**config.mk**
```make
export PLATFORM = sky130hd
export DESIGN_NAME = ssc_spi_core
export DESIGN_NICKNAME = d
export VERILOG_FILES = /design/src/hdl/ssc_pkg.sv /design/src/hdl/ssc_spi_core.sv
export SDC_FILE = /design/constraint.sdc
export NUM_CORES = 1
export LEC_CHECK = 0
export ABC_CLOCK_PERIOD_IN_PS = 4800
export BUFFER_PORTS_ARGS = -buffer_cell sky130_fd_sc_hd__buf_2
export CAP_MARGIN = 20
export CORE_MARGIN = 5
export CORE_UTILIZATION = 55
export DETAILED_ROUTE_END_ITERATION = 6
export GPL_TIMING_DRIVEN = 0
export PLACE_DENSITY_LB_ADDON = 0.15
export SLEW_MARGIN = 10
export SYNTH_ARGS = -nofsm -noshare
export SYNTH_HDL_FRONTEND = slang
export SYNTH_SLANG_ARGS = --single-unit
export TNS_END_PERCENT = 5
```
**constraint.sdc**
```tcl
create_clock -name pclk -period 4.8 [get_ports pclk]
set_input_delay 0.24 -clock pclk [delete_from_list [all_inputs] [get_ports pclk]]
set_output_delay 0.24 -clock pclk [all_outputs]
set_load 0.01 [all_outputs]
```
**src/hdl/ssc_pkg.sv**
```systemverilog
`default_nettype none
package ssc_pkg;
   // apb address width, enough for the highest index times four
   localparam int AW = 18;

   // register indices, byte address is the index times four
   localparam logic [15:0] IDX_CTRL = 16'hC0CA;
   localparam logic [15:0] IDX_STAT = 16'hC0CE;
   localparam logic [15:0] IDX_ICLR = 16'hC0D0;
   localparam logic [15:0] IDX_CCTL = 16'hC0D2;
   localparam logic [15:0] IDX_CVAL = 16'hC0D4;
   localparam logic [15:0] IDX_DATA = 16'hC0D6;
   localparam logic [15:0] IDX_TXB = 16'hC0D8;
   localparam logic [15:0] IDX_TXN = 16'hC0DA;

   // port control fields
   localparam int B_FINIT = 14;
   localparam int B_BYTE = 13;
   localparam int B_FDX = 12;
   localparam int B_RDEN = 10;
   localparam int TXL_LSB = 3;
   localparam int RXL_LSB = 0;

   // status and interrupt clear fields
   localparam int B_FERR = 7;
   localparam int B_CTX = 1;
   localparam int B_CBLK = 0;

   // checksum control fields
   localparam int CM_LSB = 14;
   localparam int B_CEN = 13;
   localparam int B_CCLR = 12;
   localparam int B_CRXS = 11;

   // checksum polynomials and preset
   localparam logic [1:0] MODE_CCITT = 2'h0;
   localparam logic [1:0] MODE_SEVEN = 2'h1;
   localparam logic [1:0] MODE_STICK = 2'h2;
   localparam logic [1:0] MODE_RSV = 2'h3;
   localparam logic [15:0] POLY_CCITT = 16'h1021;
   localparam logic [15:0] POLY_SEVEN = 16'h0009;
   localparam logic [15:0] POLY_STICK = 16'h8005;
   localparam logic [15:0] POLY_RSV = 16'h0001;
   localparam logic [15:0] CRC_RST = 16'hFFFF;

   // receive fifo holds eight bytes
   localparam logic [3:0] FIFO_FULL = 4'h8;
   localparam logic [3:0] FULL_BYTE = 4'h8;

   // transmit sequencer states
   typedef enum logic [2:0] {
      ST_IDLE = 3'b001,
      ST_FETCH = 3'b010,
      ST_SEND = 3'b100
   } ssc_state_e;
endpackage
`default_nettype wire

```
**src/hdl/ssc_spi_core.sv**
```systemverilog
// Local design decision: register access over APB.
`timescale 1ns/1ps
`default_nettype none
// What this block does
// - fifo error flag with transmit empty means transmit underflow
// - fifo error flag with receive full means receive overflow
// - fifo initialize clears the fifo error flag
// - status bit 2 shows a byte receive interrupt fired
// - status bit 1 shows a byte transmit interrupt fired
// - status bit 0 shows a block transfer interrupt fired
// - writing one to clear bit 1 clears the byte transmit interrupt
// - writing one to clear bit 0 clears the block interrupt
// - two-bit mode picks one of three polynomials, code 11 reserved
// - checksum only advances while its enable bit 13 is one
// - checksum clear presets value to all ones, reads back zero
// - full duplex stream select picks receive or transmit bits
// - bit 10 reads one when checksum is not all zeros
// - bit 9 reads one when checksum is not all ones
// - checksum is sixteen bits, seven-bit mode uses bits 6 to 0
// - data read in byte mode returns low byte and pops fifo
// - data write in byte mode starts a transfer of set length
// - transmit dma fetches from the sixteen-bit base address
// - in byte mode, length field zero sends eight bits, else that many bits
// - byte mode bit picks programmed bytes or block dma
// - dma length comes from the eleven-bit count field
module ssc_spi_core (
   input wire logic pclk,
   input wire logic presetn,
   input wire logic psel,
   input wire logic penable,
   input wire logic pwrite,
   input wire logic [ssc_pkg::AW-1:0] paddr,
   input wire logic [31:0] pwdata,
   output logic [31:0] prdata,
   output logic pready,
   output logic pslverr,
   input wire logic spi_sck,
   input wire logic spi_cs_n,
   input wire logic spi_mosi,
   output logic spi_miso,
   output logic spi_miso_oe,
   output logic dma_req,
   output logic [15:0] dma_addr,
   input wire logic dma_ack,
   input wire logic [7:0] dma_rdata
);
   import ssc_pkg::*;

   // register address match
   function automatic logic hit(input logic [AW-1:0] a,
                                input logic [15:0] idx);
      hit = (a == {idx, 2'b00});
   endfunction

   // bits in a transfer, zero field means a full byte
   function automatic logic [3:0] nbits(input logic [2:0] f);
      nbits = (f == 3'b000) ? FULL_BYTE : {1'b0, f};
   endfunction

   // one serial bit through the selected polynomial
   function automatic logic [15:0] crc_step(input logic [15:0] c,
                                            input logic b,
                                            input logic [1:0] m);
      logic fb;
      logic [15:0] p;
      fb = b ^ ((m == MODE_SEVEN) ? c[6] : c[15]);
      unique case (m)
         MODE_CCITT: p = POLY_CCITT;
         MODE_SEVEN: p = POLY_SEVEN;
         MODE_STICK: p = POLY_STICK;
         MODE_RSV: p = POLY_RSV;
      endcase
      crc_step = {c[14:0], 1'b0} ^ (fb ? p : 16'h0000);
   endfunction

   logic pready_r, pslverr_r;
   logic [31:0] prdata_r;
   logic [2:0] sck_s_r;
   logic [1:0] cs_s_r, mosi_s_r;
   logic byte_r, fdx_r, rden_r;
   logic [2:0] txl_r, rxl_r;
   logic [1:0] mode_r;
   logic cen_r, crxs_r;
   logic [15:0] crc_r, txb_r;
   logic [10:0] txn_r, left_r;
   logic ferr_r, rxi_r, txi_r, blki_r;
   logic [7:0] fifo_r [0:7];
   logic [2:0] wp_r, rp_r;
   logic [3:0] cnt_r, rxc_r, txc_r;
   logic [7:0] rxsh_r, txsh_r;
   logic miso_r, oe_r, dreq_r, sent_r;
   logic [15:0] daddr_r;
   ssc_state_e state_r, state_nxt;

   // apb access phases
   wire acc = psel & penable;
   wire wr_go = acc & pready_r & pwrite;
   wire rd_go = acc & pready_r & ~pwrite;
   wire first = acc & ~pready_r;

   // address decode
   wire h_ctrl = hit(paddr, IDX_CTRL);
   wire h_stat = hit(paddr, IDX_STAT);
   wire h_iclr = hit(paddr, IDX_ICLR);
   wire h_cctl = hit(paddr, IDX_CCTL);
   wire h_cval = hit(paddr, IDX_CVAL);
   wire h_data = hit(paddr, IDX_DATA);
   wire h_txb = hit(paddr, IDX_TXB);
   wire h_txn = hit(paddr, IDX_TXN);
   wire h_any = h_ctrl | h_stat | h_iclr | h_cctl | h_cval | h_data |
                h_txb | h_txn;

   // write strobes, taken at the completing edge
   wire w_ctrl = wr_go & h_ctrl;
   wire w_cctl = wr_go & h_cctl;
   wire w_cval = wr_go & h_cval;
   wire w_iclr = wr_go & h_iclr;
   wire fifo_init = w_ctrl & pwdata[B_FINIT];
   wire crc_clr = w_cctl & pwdata[B_CCLR];

   // link edges, read from the second stage on
   wire srise = sck_s_r[1] & ~sck_s_r[2];
   wire sfall = ~sck_s_r[1] & sck_s_r[2];
   wire cs_act = ~cs_s_r[1];
   wire tick = srise & cs_act;
   wire mosi_b = mosi_s_r[1];

   // sequencer decode
   wire st_idle = (state_r == ST_IDLE);
   wire st_fetch = (state_r == ST_FETCH);
   wire st_send = (state_r == ST_SEND);
   wire data_wr = wr_go & h_data & byte_r & st_idle;
   wire dma_start = wr_go & h_txn & ~byte_r & st_idle &
                    (pwdata[10:0] != 11'h000);
   wire dma_load = st_fetch & dma_ack;
   wire tx_load = data_wr | dma_load;
   wire tx_done = st_send & tick & (txc_r == 4'h1);
   wire tx_shift = st_send & sfall & cs_act & sent_r;
   wire [3:0] exp_bits = nbits(txl_r);
   wire [3:0] ld_bits = st_fetch ? FULL_BYTE : exp_bits;
   wire [7:0] ld_val = st_fetch ? dma_rdata : pwdata[7:0];
   wire [7:0] ld_al = 8'(ld_val << (FULL_BYTE - ld_bits));

   // receive fifo decode
   wire f_empty = (cnt_r == 4'h0);
   wire f_full = (cnt_r == FIFO_FULL);
   wire [3:0] rxc_inc = 4'(rxc_r + 4'h1);
   wire push = tick & (rxc_inc == nbits(rxl_r));
   wire push_ok = push & ~f_full & ~fifo_init;
   wire pop = rd_go & h_data & byte_r & ~f_empty;
   wire [7:0] rx_byte = {rxsh_r[6:0], mosi_b};

   // event flags, a set in the clearing cycle wins
   wire under = tick & st_idle & ~rden_r;
   wire over = push & f_full;
   wire ferr_set = under | over;
   wire txi_set = tx_done & (left_r == 11'h000);
   wire blk_set = tx_done & (left_r == 11'h001);
   wire rxi_clr = pop & (cnt_r == 4'h1) & ~push_ok;
   wire txi_clr = w_iclr & pwdata[B_CTX];
   wire blk_clr = w_iclr & pwdata[B_CBLK];

   // checksum input stream
   wire use_rx = fdx_r ? crxs_r : ~st_send;
   wire crc_bit = use_rx ? mosi_b : txsh_r[7];
   wire crc_one = |crc_r;
   wire crc_zero = ~&crc_r;

   // read data selection
   wire [15:0] ctrl_rd = {2'b00, byte_r, fdx_r, 1'b0, rden_r, st_idle,
                          ~f_empty, st_idle, f_full, txl_r, rxl_r};
   wire [15:0] stat_rd = {8'h00, ferr_r, 4'h0, rxi_r, txi_r, blki_r};
   wire [15:0] cctl_rd = {mode_r, cen_r, 1'b0, crxs_r, crc_one, crc_zero,
                          9'h000};
   wire [15:0] rd_val = h_ctrl ? ctrl_rd :
                        h_stat ? stat_rd :
                        h_cctl ? cctl_rd :
                        h_cval ? crc_r :
                        h_data ? {8'h00, fifo_r[rp_r]} :
                        h_txb ? txb_r :
                        h_txn ? {5'h00, txn_r} : 16'h0000;

   // apb slave answers one cycle into the access phase
   always_ff @(posedge pclk or negedge presetn) begin
      if (!presetn) begin
         pready_r <= 1'b0;
         pslverr_r <= 1'b0;
         prdata_r <= 32'h00000000;
      end else begin
         pready_r <= first;
         pslverr_r <= first & ~h_any;
         if (first & ~pwrite) prdata_r <= {16'h0000, rd_val};
      end
   end

   // two-stage synchronisers, third sck stage for edges
   always_ff @(posedge pclk or negedge presetn) begin
      if (!presetn) begin
         sck_s_r <= 3'b000;
         cs_s_r <= 2'b11;
         mosi_s_r <= 2'b00;
      end else begin
         sck_s_r <= {sck_s_r[1:0], spi_sck};
         cs_s_r <= {cs_s_r[0], spi_cs_n};
         mosi_s_r <= {mosi_s_r[0], spi_mosi};
      end
   end

   // port control and dma registers
   always_ff @(posedge pclk or negedge presetn) begin
      if (!presetn) begin
         byte_r <= 1'b0;
         fdx_r <= 1'b0;
         rden_r <= 1'b0;
         txl_r <= 3'h0;
         rxl_r <= 3'h0;
         txb_r <= 16'h0000;
         txn_r <= 11'h000;
      end else begin
         if (w_ctrl) begin
            byte_r <= pwdata[B_BYTE];
            fdx_r <= pwdata[B_FDX];
            rden_r <= pwdata[B_RDEN];
            txl_r <= pwdata[TXL_LSB +: 3];
            rxl_r <= pwdata[RXL_LSB +: 3];
         end
         if (wr_go & h_txb) txb_r <= pwdata[15:0];
         if (wr_go & h_txn) txn_r <= pwdata[10:0];
      end
   end

   // checksum control
   always_ff @(posedge pclk or negedge presetn) begin
      if (!presetn) begin
         mode_r <= MODE_CCITT;
         cen_r <= 1'b0;
         crxs_r <= 1'b0;
      end else if (w_cctl) begin
         mode_r <= pwdata[CM_LSB +: 2];
         cen_r <= pwdata[B_CEN];
         crxs_r <= pwdata[B_CRXS];
      end
   end

   // checksum register: clear, load, then per-bit step
   always_ff @(posedge pclk or negedge presetn) begin
      if (!presetn) crc_r <= CRC_RST;
      else if (crc_clr) crc_r <= CRC_RST;
      else if (w_cval) crc_r <= pwdata[15:0];
      else if (cen_r & tick) begin
         crc_r <= crc_step(crc_r, crc_bit, mode_r);
      end
   end

   // transmit sequencer next state
   always_comb begin
      state_nxt = state_r;
      unique case (state_r)
         ST_IDLE: begin
            if (data_wr) state_nxt = ST_SEND;
            else if (dma_start) state_nxt = ST_FETCH;
         end
         ST_FETCH: begin
            if (dma_ack) state_nxt = ST_SEND;
         end
         ST_SEND: begin
            if (tx_done) begin
               state_nxt = (left_r > 11'h001) ? ST_FETCH : ST_IDLE;
            end
         end
      endcase
   end

   // sequencer state and dma address walk
   always_ff @(posedge pclk or negedge presetn) begin
      if (!presetn) begin
         state_r <= ST_IDLE;
         left_r <= 11'h000;
         daddr_r <= 16'h0000;
         dreq_r <= 1'b0;
      end else begin
         state_r <= state_nxt;
         dreq_r <= (state_nxt == ST_FETCH);
         if (dma_start) begin
            left_r <= pwdata[10:0];
            daddr_r <= txb_r;
         end else if (tx_done & (left_r != 11'h000)) begin
            left_r <= left_r - 11'h001;
            daddr_r <= daddr_r + 16'h0001;
         end
      end
   end

   // transmit shifter, msb first, one shift per taken bit, so a byte
   // loaded before the last fall of the previous byte keeps its msb
   always_ff @(posedge pclk or negedge presetn) begin
      if (!presetn) begin
         txsh_r <= 8'h00;
         txc_r <= 4'h0;
         miso_r <= 1'b0;
         oe_r <= 1'b0;
         sent_r <= 1'b0;
      end else begin
         oe_r <= cs_act;
         if (tx_load) begin
            txsh_r <= ld_al;
            txc_r <= ld_bits;
            miso_r <= ld_al[7];
            sent_r <= 1'b0;
         end else if (st_send & tick) begin
            txc_r <= txc_r - 4'h1;
            sent_r <= 1'b1;
         end else if (tx_shift) begin
            txsh_r <= {txsh_r[6:0], 1'b0};
            miso_r <= txsh_r[6];
            sent_r <= 1'b0;
         end
      end
   end

   // receive shifter counts bits of the receive length
   always_ff @(posedge pclk or negedge presetn) begin
      if (!presetn) begin
         rxsh_r <= 8'h00;
         rxc_r <= 4'h0;
      end else if (!cs_act) begin
         rxc_r <= 4'h0;
      end else if (tick) begin
         rxsh_r <= rx_byte;
         rxc_r <= push ? 4'h0 : rxc_inc;
      end
   end

   // receive fifo storage
   always_ff @(posedge pclk) begin
      if (push_ok) fifo_r[wp_r] <= rx_byte;
   end

   // receive fifo pointers, read pops one entry
   always_ff @(posedge pclk or negedge presetn) begin
      if (!presetn) begin
         wp_r <= 3'h0;
         rp_r <= 3'h0;
         cnt_r <= 4'h0;
      end else if (fifo_init) begin
         wp_r <= 3'h0;
         rp_r <= 3'h0;
         cnt_r <= 4'h0;
      end else begin
         if (push_ok) wp_r <= wp_r + 3'h1;
         if (pop) rp_r <= rp_r + 3'h1;
         cnt_r <= cnt_r + {3'h0, push_ok} - {3'h0, pop};
      end
   end

   // sticky event flags
   always_ff @(posedge pclk or negedge presetn) begin
      if (!presetn) begin
         ferr_r <= 1'b0;
         rxi_r <= 1'b0;
         txi_r <= 1'b0;
         blki_r <= 1'b0;
      end else begin
         ferr_r <= ferr_set | (ferr_r & ~fifo_init);
         rxi_r <= push_ok | (rxi_r & ~rxi_clr);
         txi_r <= txi_set | (txi_r & ~txi_clr);
         blki_r <= blk_set | (blki_r & ~blk_clr);
      end
   end

   assign prdata = prdata_r;
   assign pready = pready_r;
   assign pslverr = pslverr_r;
   assign spi_miso = miso_r;
   assign spi_miso_oe = oe_r;
   assign dma_req = dreq_r;
   assign dma_addr = daddr_r;
endmodule // ssc_spi_core
`default_nettype wire

```
# After elaboration in Yosys (flattened, before gate mapping)
# Memories as Yosys holds them, arrays and structs flattened.
# Cells that the tools add are included.
# word_totals
memories	1
regBits	152
latch_bits	0
mem_bits_ro	0
ram_bits	64
output_inout_bits	53
inputBits	67
# op_classes
order_cmp	1
reduce_logical	20
shift	1
n_mux	53
bitwise_logic	82
add_sub_neg	9
n_eq_ne	21
n_div	0
mul	0
# memory_table
name	words	width	rd	rd_clocked_by_memory_dff	wr	line_no	text
fifo_r	8	8	1	0	1	ssc_spi_core.sv:87	logic [7:0] fifo_r [0:7];
# ops
cell	n
$mux 16	15
$eq 18x18->1 const B	8
$pmux 16 s4	1
$and 1x1->1	51
$mux 4	9
$mux 11	3
$mux 8	4
$mux 3	8
$reduce_bool 11->1	2
$add 16x1->16 const B	1
$not 1->1	16
$reduce_and 16->1	1
$reduce_or 16->1	1
$xor 16x16->16	1
$or 1x1->1	13
$reduce_bool 2->1	6
$eq 11x1->1 const B	1
$gt 11x1->1 const B	1
$logic_not 11->1	1
$mux 1	11
$sub 11x1->11 const B	1
$pmux 3 s3	1
$eq 4x1->1 const B	2
$shl 8x4->8	1
22 further kinds	28

# Logic depth before layout (Yosys ltp)
# depth
word_depth	12
depth_mapped	14

# Least setup slack after synthesis
# OpenSTA, ideal clock, no wires.
# synth_path
kind	register -> register
from	register state_r[0]
to	register txsh_r[4]
path_slack_ps	1435
period_less_slack_ps	3365
stages_incl_launch_ff	15
path_buffers	5
setup_ps	96
required_time_ps	4704
arrival_ps	3269
path_cell_list	dfstp_2 -> buf_2 -> or3b_2 -> clkbuf_1 -> clkbuf_1 -> clkbuf_1 -> nand2_1 -> ha_1 -> clkbuf_1 -> nor4bb_1 -> a211oi_2 -> mux2_2 -> nor2_1 -> a21oi_1 -> o221ai_1
# synth_via
elab_chain_len	6
elab_cells_between_ends	18
classes_between	add/sub (1); eq/ne (4); shift (1); mux (3); bitwise (7); reduce/logical (2)
# synth_rtl
item	line_no	text
start: declaration	ssc_spi_core.sv:93	ssc_state_e state_r, state_nxt;
start signal: assignment	ssc_spi_core.sv:282	state_r <= state_nxt;
parallel branches: the longest is 6 deep, another holds $sub 4x4->4	n/a	
end signal: assignment	ssc_spi_core.sv:306	txsh_r <= ld_al;
end signal: assignment	ssc_spi_core.sv:314	txsh_r <= {txsh_r[6:0], 1'b0};
end: declaration	ssc_spi_core.sv:90	logic [7:0] rxsh_r, txsh_r;
# Several ways; the timed one is not identified.
# A chain may end at the register's enable or synchronous reset.

# Worst setup path after layout
# layout_path
from	register state_r[2]
to	register txsh_r[7]
# The elaborated chain is that of the path after synthesis.

==> results.json <==
{
  "status": "completed",
  "final_cell_mix": "nand2_1 (139), dfrtp_1 (132), buf_2 (94)",
  "ctsRootBufferMaster": "clkbuf_16",
  "synth-seq-area-share_pct": 52.3,
  "ys_top_cells_by_area": "dfrtp_1 (30%), edfxtp_1 (18%), nand2_1 (4.8%)",
  "fillers": 1592,
  "synth_top_cell_by_area": "dfrtp_1",
  "final_area_sq_um": 12700,
  "ctsResizeCount": 0,
  "avgViaCountPerCell": 6.11,
  "ys.flop_type": "dfrtp_1",
  "path_depth": 13,
  "min_path_type": "primary input to flip-flop",
  "worstPathRequired_ns": 5.16,
  "final_common_cell": "nand2_1",
  "placed_cell_area_sq_um": 11900,
  "clock-sinks": 215,
  "critical_path_arrival_ns": 4.37,
  "path_buf_inv": 5,
  "diodes": 0,
  "r2r_cells": 13,
  "fin_cells": 1429,
  "max_stage_delay_ns": 0.61,
  "num_rows": 51,
  "postCtsHoldBufs": 5,
  "hold_violations": 0,
  "cts_setup_buffers": 0,
  "drive_above_1_share_pct": 21.8,
  "synth_edf_count": 64,
  "area_delta_synth_final_pct": 15.9,
  "cpMaxStageDelayCell": "a211oi_2",
  "antenna_found_initial": 1,
  "setup_viol": 0,
  "grtUsageTotal_pct": 27.2,
  "criticalPathCategory": "flip-flop to flip-flop",
  "r2r-start": "state_r[2]",
  "holdWs_ns": 0.0352,
  "final_nets": 1229,
  "p_per_area_nw_per_um2": 328,
  "ys_ff_latch": 215,
  "hold-path-endpoint": "txb_r[15]",
  "min_from": "pwdata[15]",
  "grt_overflow": 0,
  "cp_cell_sequence": "clkbuf_1, or3b_2, clkbuf_1, clkbuf_1, clkbuf_1, nand2_1, ha_1, clkbuf_1, nor4bb_1, a211oi_2, a21oi_1, a2111oi_0, a311oi_1",
  "syn_avg_cell_area_sq_um": 10.9,
  "wl_per_cell_um": 21.3,
  "clock_latency_ns": 0.52,
  "drcViolationCount": 0,
  "r2r-end": "txsh_r[7]",
  "rrSetupSlack_ns": 0.79,
  "start_util_pct": 56.0,
  "tns_ns": 0,
  "crit_path_start_kind": "flip-flop",
  "syn_inst": 1007,
  "grt_first_pass_wirelength_um": 47700,
  "min_period_ns": 4.01,
  "cts_tree": "built",
  "num_vias": 8728,
  "port_buffers": 85,
  "drv_cap": 0,
  "whs_path_depth": 2,
  "grt_pass1_vias": 8378,
  "fp.dieW_um": 151,
  "grt_setup_unrepaired": "false",
  "core-area_sq_um": 19500,
  "syn_area_sq_um": 10900,
  "synthDominantCellAreaShare_pct": 30.2,
  "cts_buffers": 24,
  "drv_slew": 0,
  "fmax_ghz": 0.250,
  "clock_path_buffers": 3,
  "postRouteAntennaNets": 0,
  "wl_um": 30500,
  "drt-initial-drc-count": 963,
  "synth_cell_types": 74,
  "dp_cells": 1378,
  "peakVddDrop_mv": 0.282,
  "die_h_um": 151,
  "leakage_nw": 5.29,
  "tightest_slew_ns": 1.14,
  "path_clk_slew_ns": 0.06,
  "gp_congestion": 0.926,
  "dp_hpwl_um": 21700,
  "h-tree-depth": 1,
  "synthArstFlopShare_pct": 70.2,
  "die_area_sq_um": 22800,
  "first_pass_iters": 5,
  "crit_family": "buffers and inverters",
  "relSlewSlack_pct": 23.2,
  "grt_max_degree": 88,
  "min_period_over_period_pct": 83.5,
  "yosysWarnings": 0,
  "crit_fanout": 10,
  "worstSetupEndpointType": "flip-flop",
  "ios": 120,
  "skew_ns": 0.00952,
  "path_common_cell": "clkbuf_1"
}
-- metrics by stage --
| stage | worst slack, ns | total power [mW] | utilization [%] |
|---|---|---|---|
| 3_3_place_gp | 0.664 | 2.44 | 60.2 |
| 4_1_cts | 0.820 | 4.17 | 64.8 |
| 3_5_place_dp | 0.827 | 2.46 | 60.8 |
| 5_1_grt | 0.496 | 4.31 | 64.9 |
| 6_report | 0.792 | 4.16 | 64.9 |
| 2_1_floorplan | 1.44 | 2.29 | - |
-- synth_stat cells, drive strengths merged (7+ instances only) --
master	n
nand2	139
dfrtp	132
nor2	65
edfxtp	64
o21ai	64
mux2	44
nand3	42
clkbuf	40
buf	32
a21oi	31
mux2i	31
nor3	28
inv	22
dfstp	19
nor2b	18
mux4	16
nor4	16
ha	15
xnor2	15
xor2	13
nand4	12
o211ai	12
and3	10
or3	8
a222oi	7
-- state kept, by name, summed over array words and instances, names as in the netlist, 3 cells and up --
signal,cells
cnt_r,4
crc_r,16
dma_addr,16
fifo_r,64
left_r,11
prdata,16
rp_r,3
rxc_r,4
rxl_r,3
rxsh_r,7
sck_s_r,3
state_r,3
txb_r,16
txc_r,4
txl_r,3
txn_r,11
txsh_r,8
wp_r,3
-- how the worst max path moves through the flow --
stage,slack (ns),from,endpoint
3_3_place_gp,0.66,rxc_r[0],fifo_r[2][3]
2_1_floorplan,1.44,state_r[0],txsh_r[4]
5_1_grt,0.50,state_r[0],txsh_r[7]
3_5_place_dp,0.83,state_r[0],txsh_r[7]
6_report,0.79,state_r[2],txsh_r[7]
4_1_cts,0.82,state_r[0],txsh_r[7]
-- where the power goes --
part / internal (mW) / switching [mW] / total, mW / leakage, nW
Sequential: 2.00 / 0.104 / 2.10 / 2.40
Clock: 1.00 / 0.723 / 1.72 / 0.360
Combinational: 0.134 / 0.194 / 0.328 / 2.53
Total: 3.13 / 1.02 / 4.16 / 5.29
-- cells by family after synthesis --
logic type                 count (synthesis)  synth area share (%)
AOI/OAI and AO/OA                        176                  10.6
xor gates and xnor gates                  30                  2.66
adders and majority gates                 16                  1.90
buffers and inverters                     94                  3.95
DFF                                      215                  52.3
muxes                                     91                  10.7
other                                      1                0.0343
and+or+nand+nor                          384                  17.8
-- metal layers --
| layer | up-vias | global-route usage (%) | part of all wire [%] |
|---|---|---|---|
| li1 | 3959 | - | - |
| met1 | 4249 | 39.8 | 42 |
| met2 | 440 | 41.3 | 45 |
| met3 | 78 | 5.92 | 11 |
| met4 | 2 | 7.39 | 3.2 |
| met5 | - | 0 | 0.066 |
-- cell type report --
type	count	area [sq um]	area share (%)
Clock inverter	15	97.6	0.770
Buffer	72	349	2.75
Sequential cell	215	5720	45.1
Tap cell	265	332	2.62
Timing Repair Buffer	98	568	4.48
Multi-Input combinational cell	713	4880	38.5
Clock buffer	29	641	5.05
Inverter	22	82.6	0.651
Note: power is estimated with default switching activity, not from simulation.
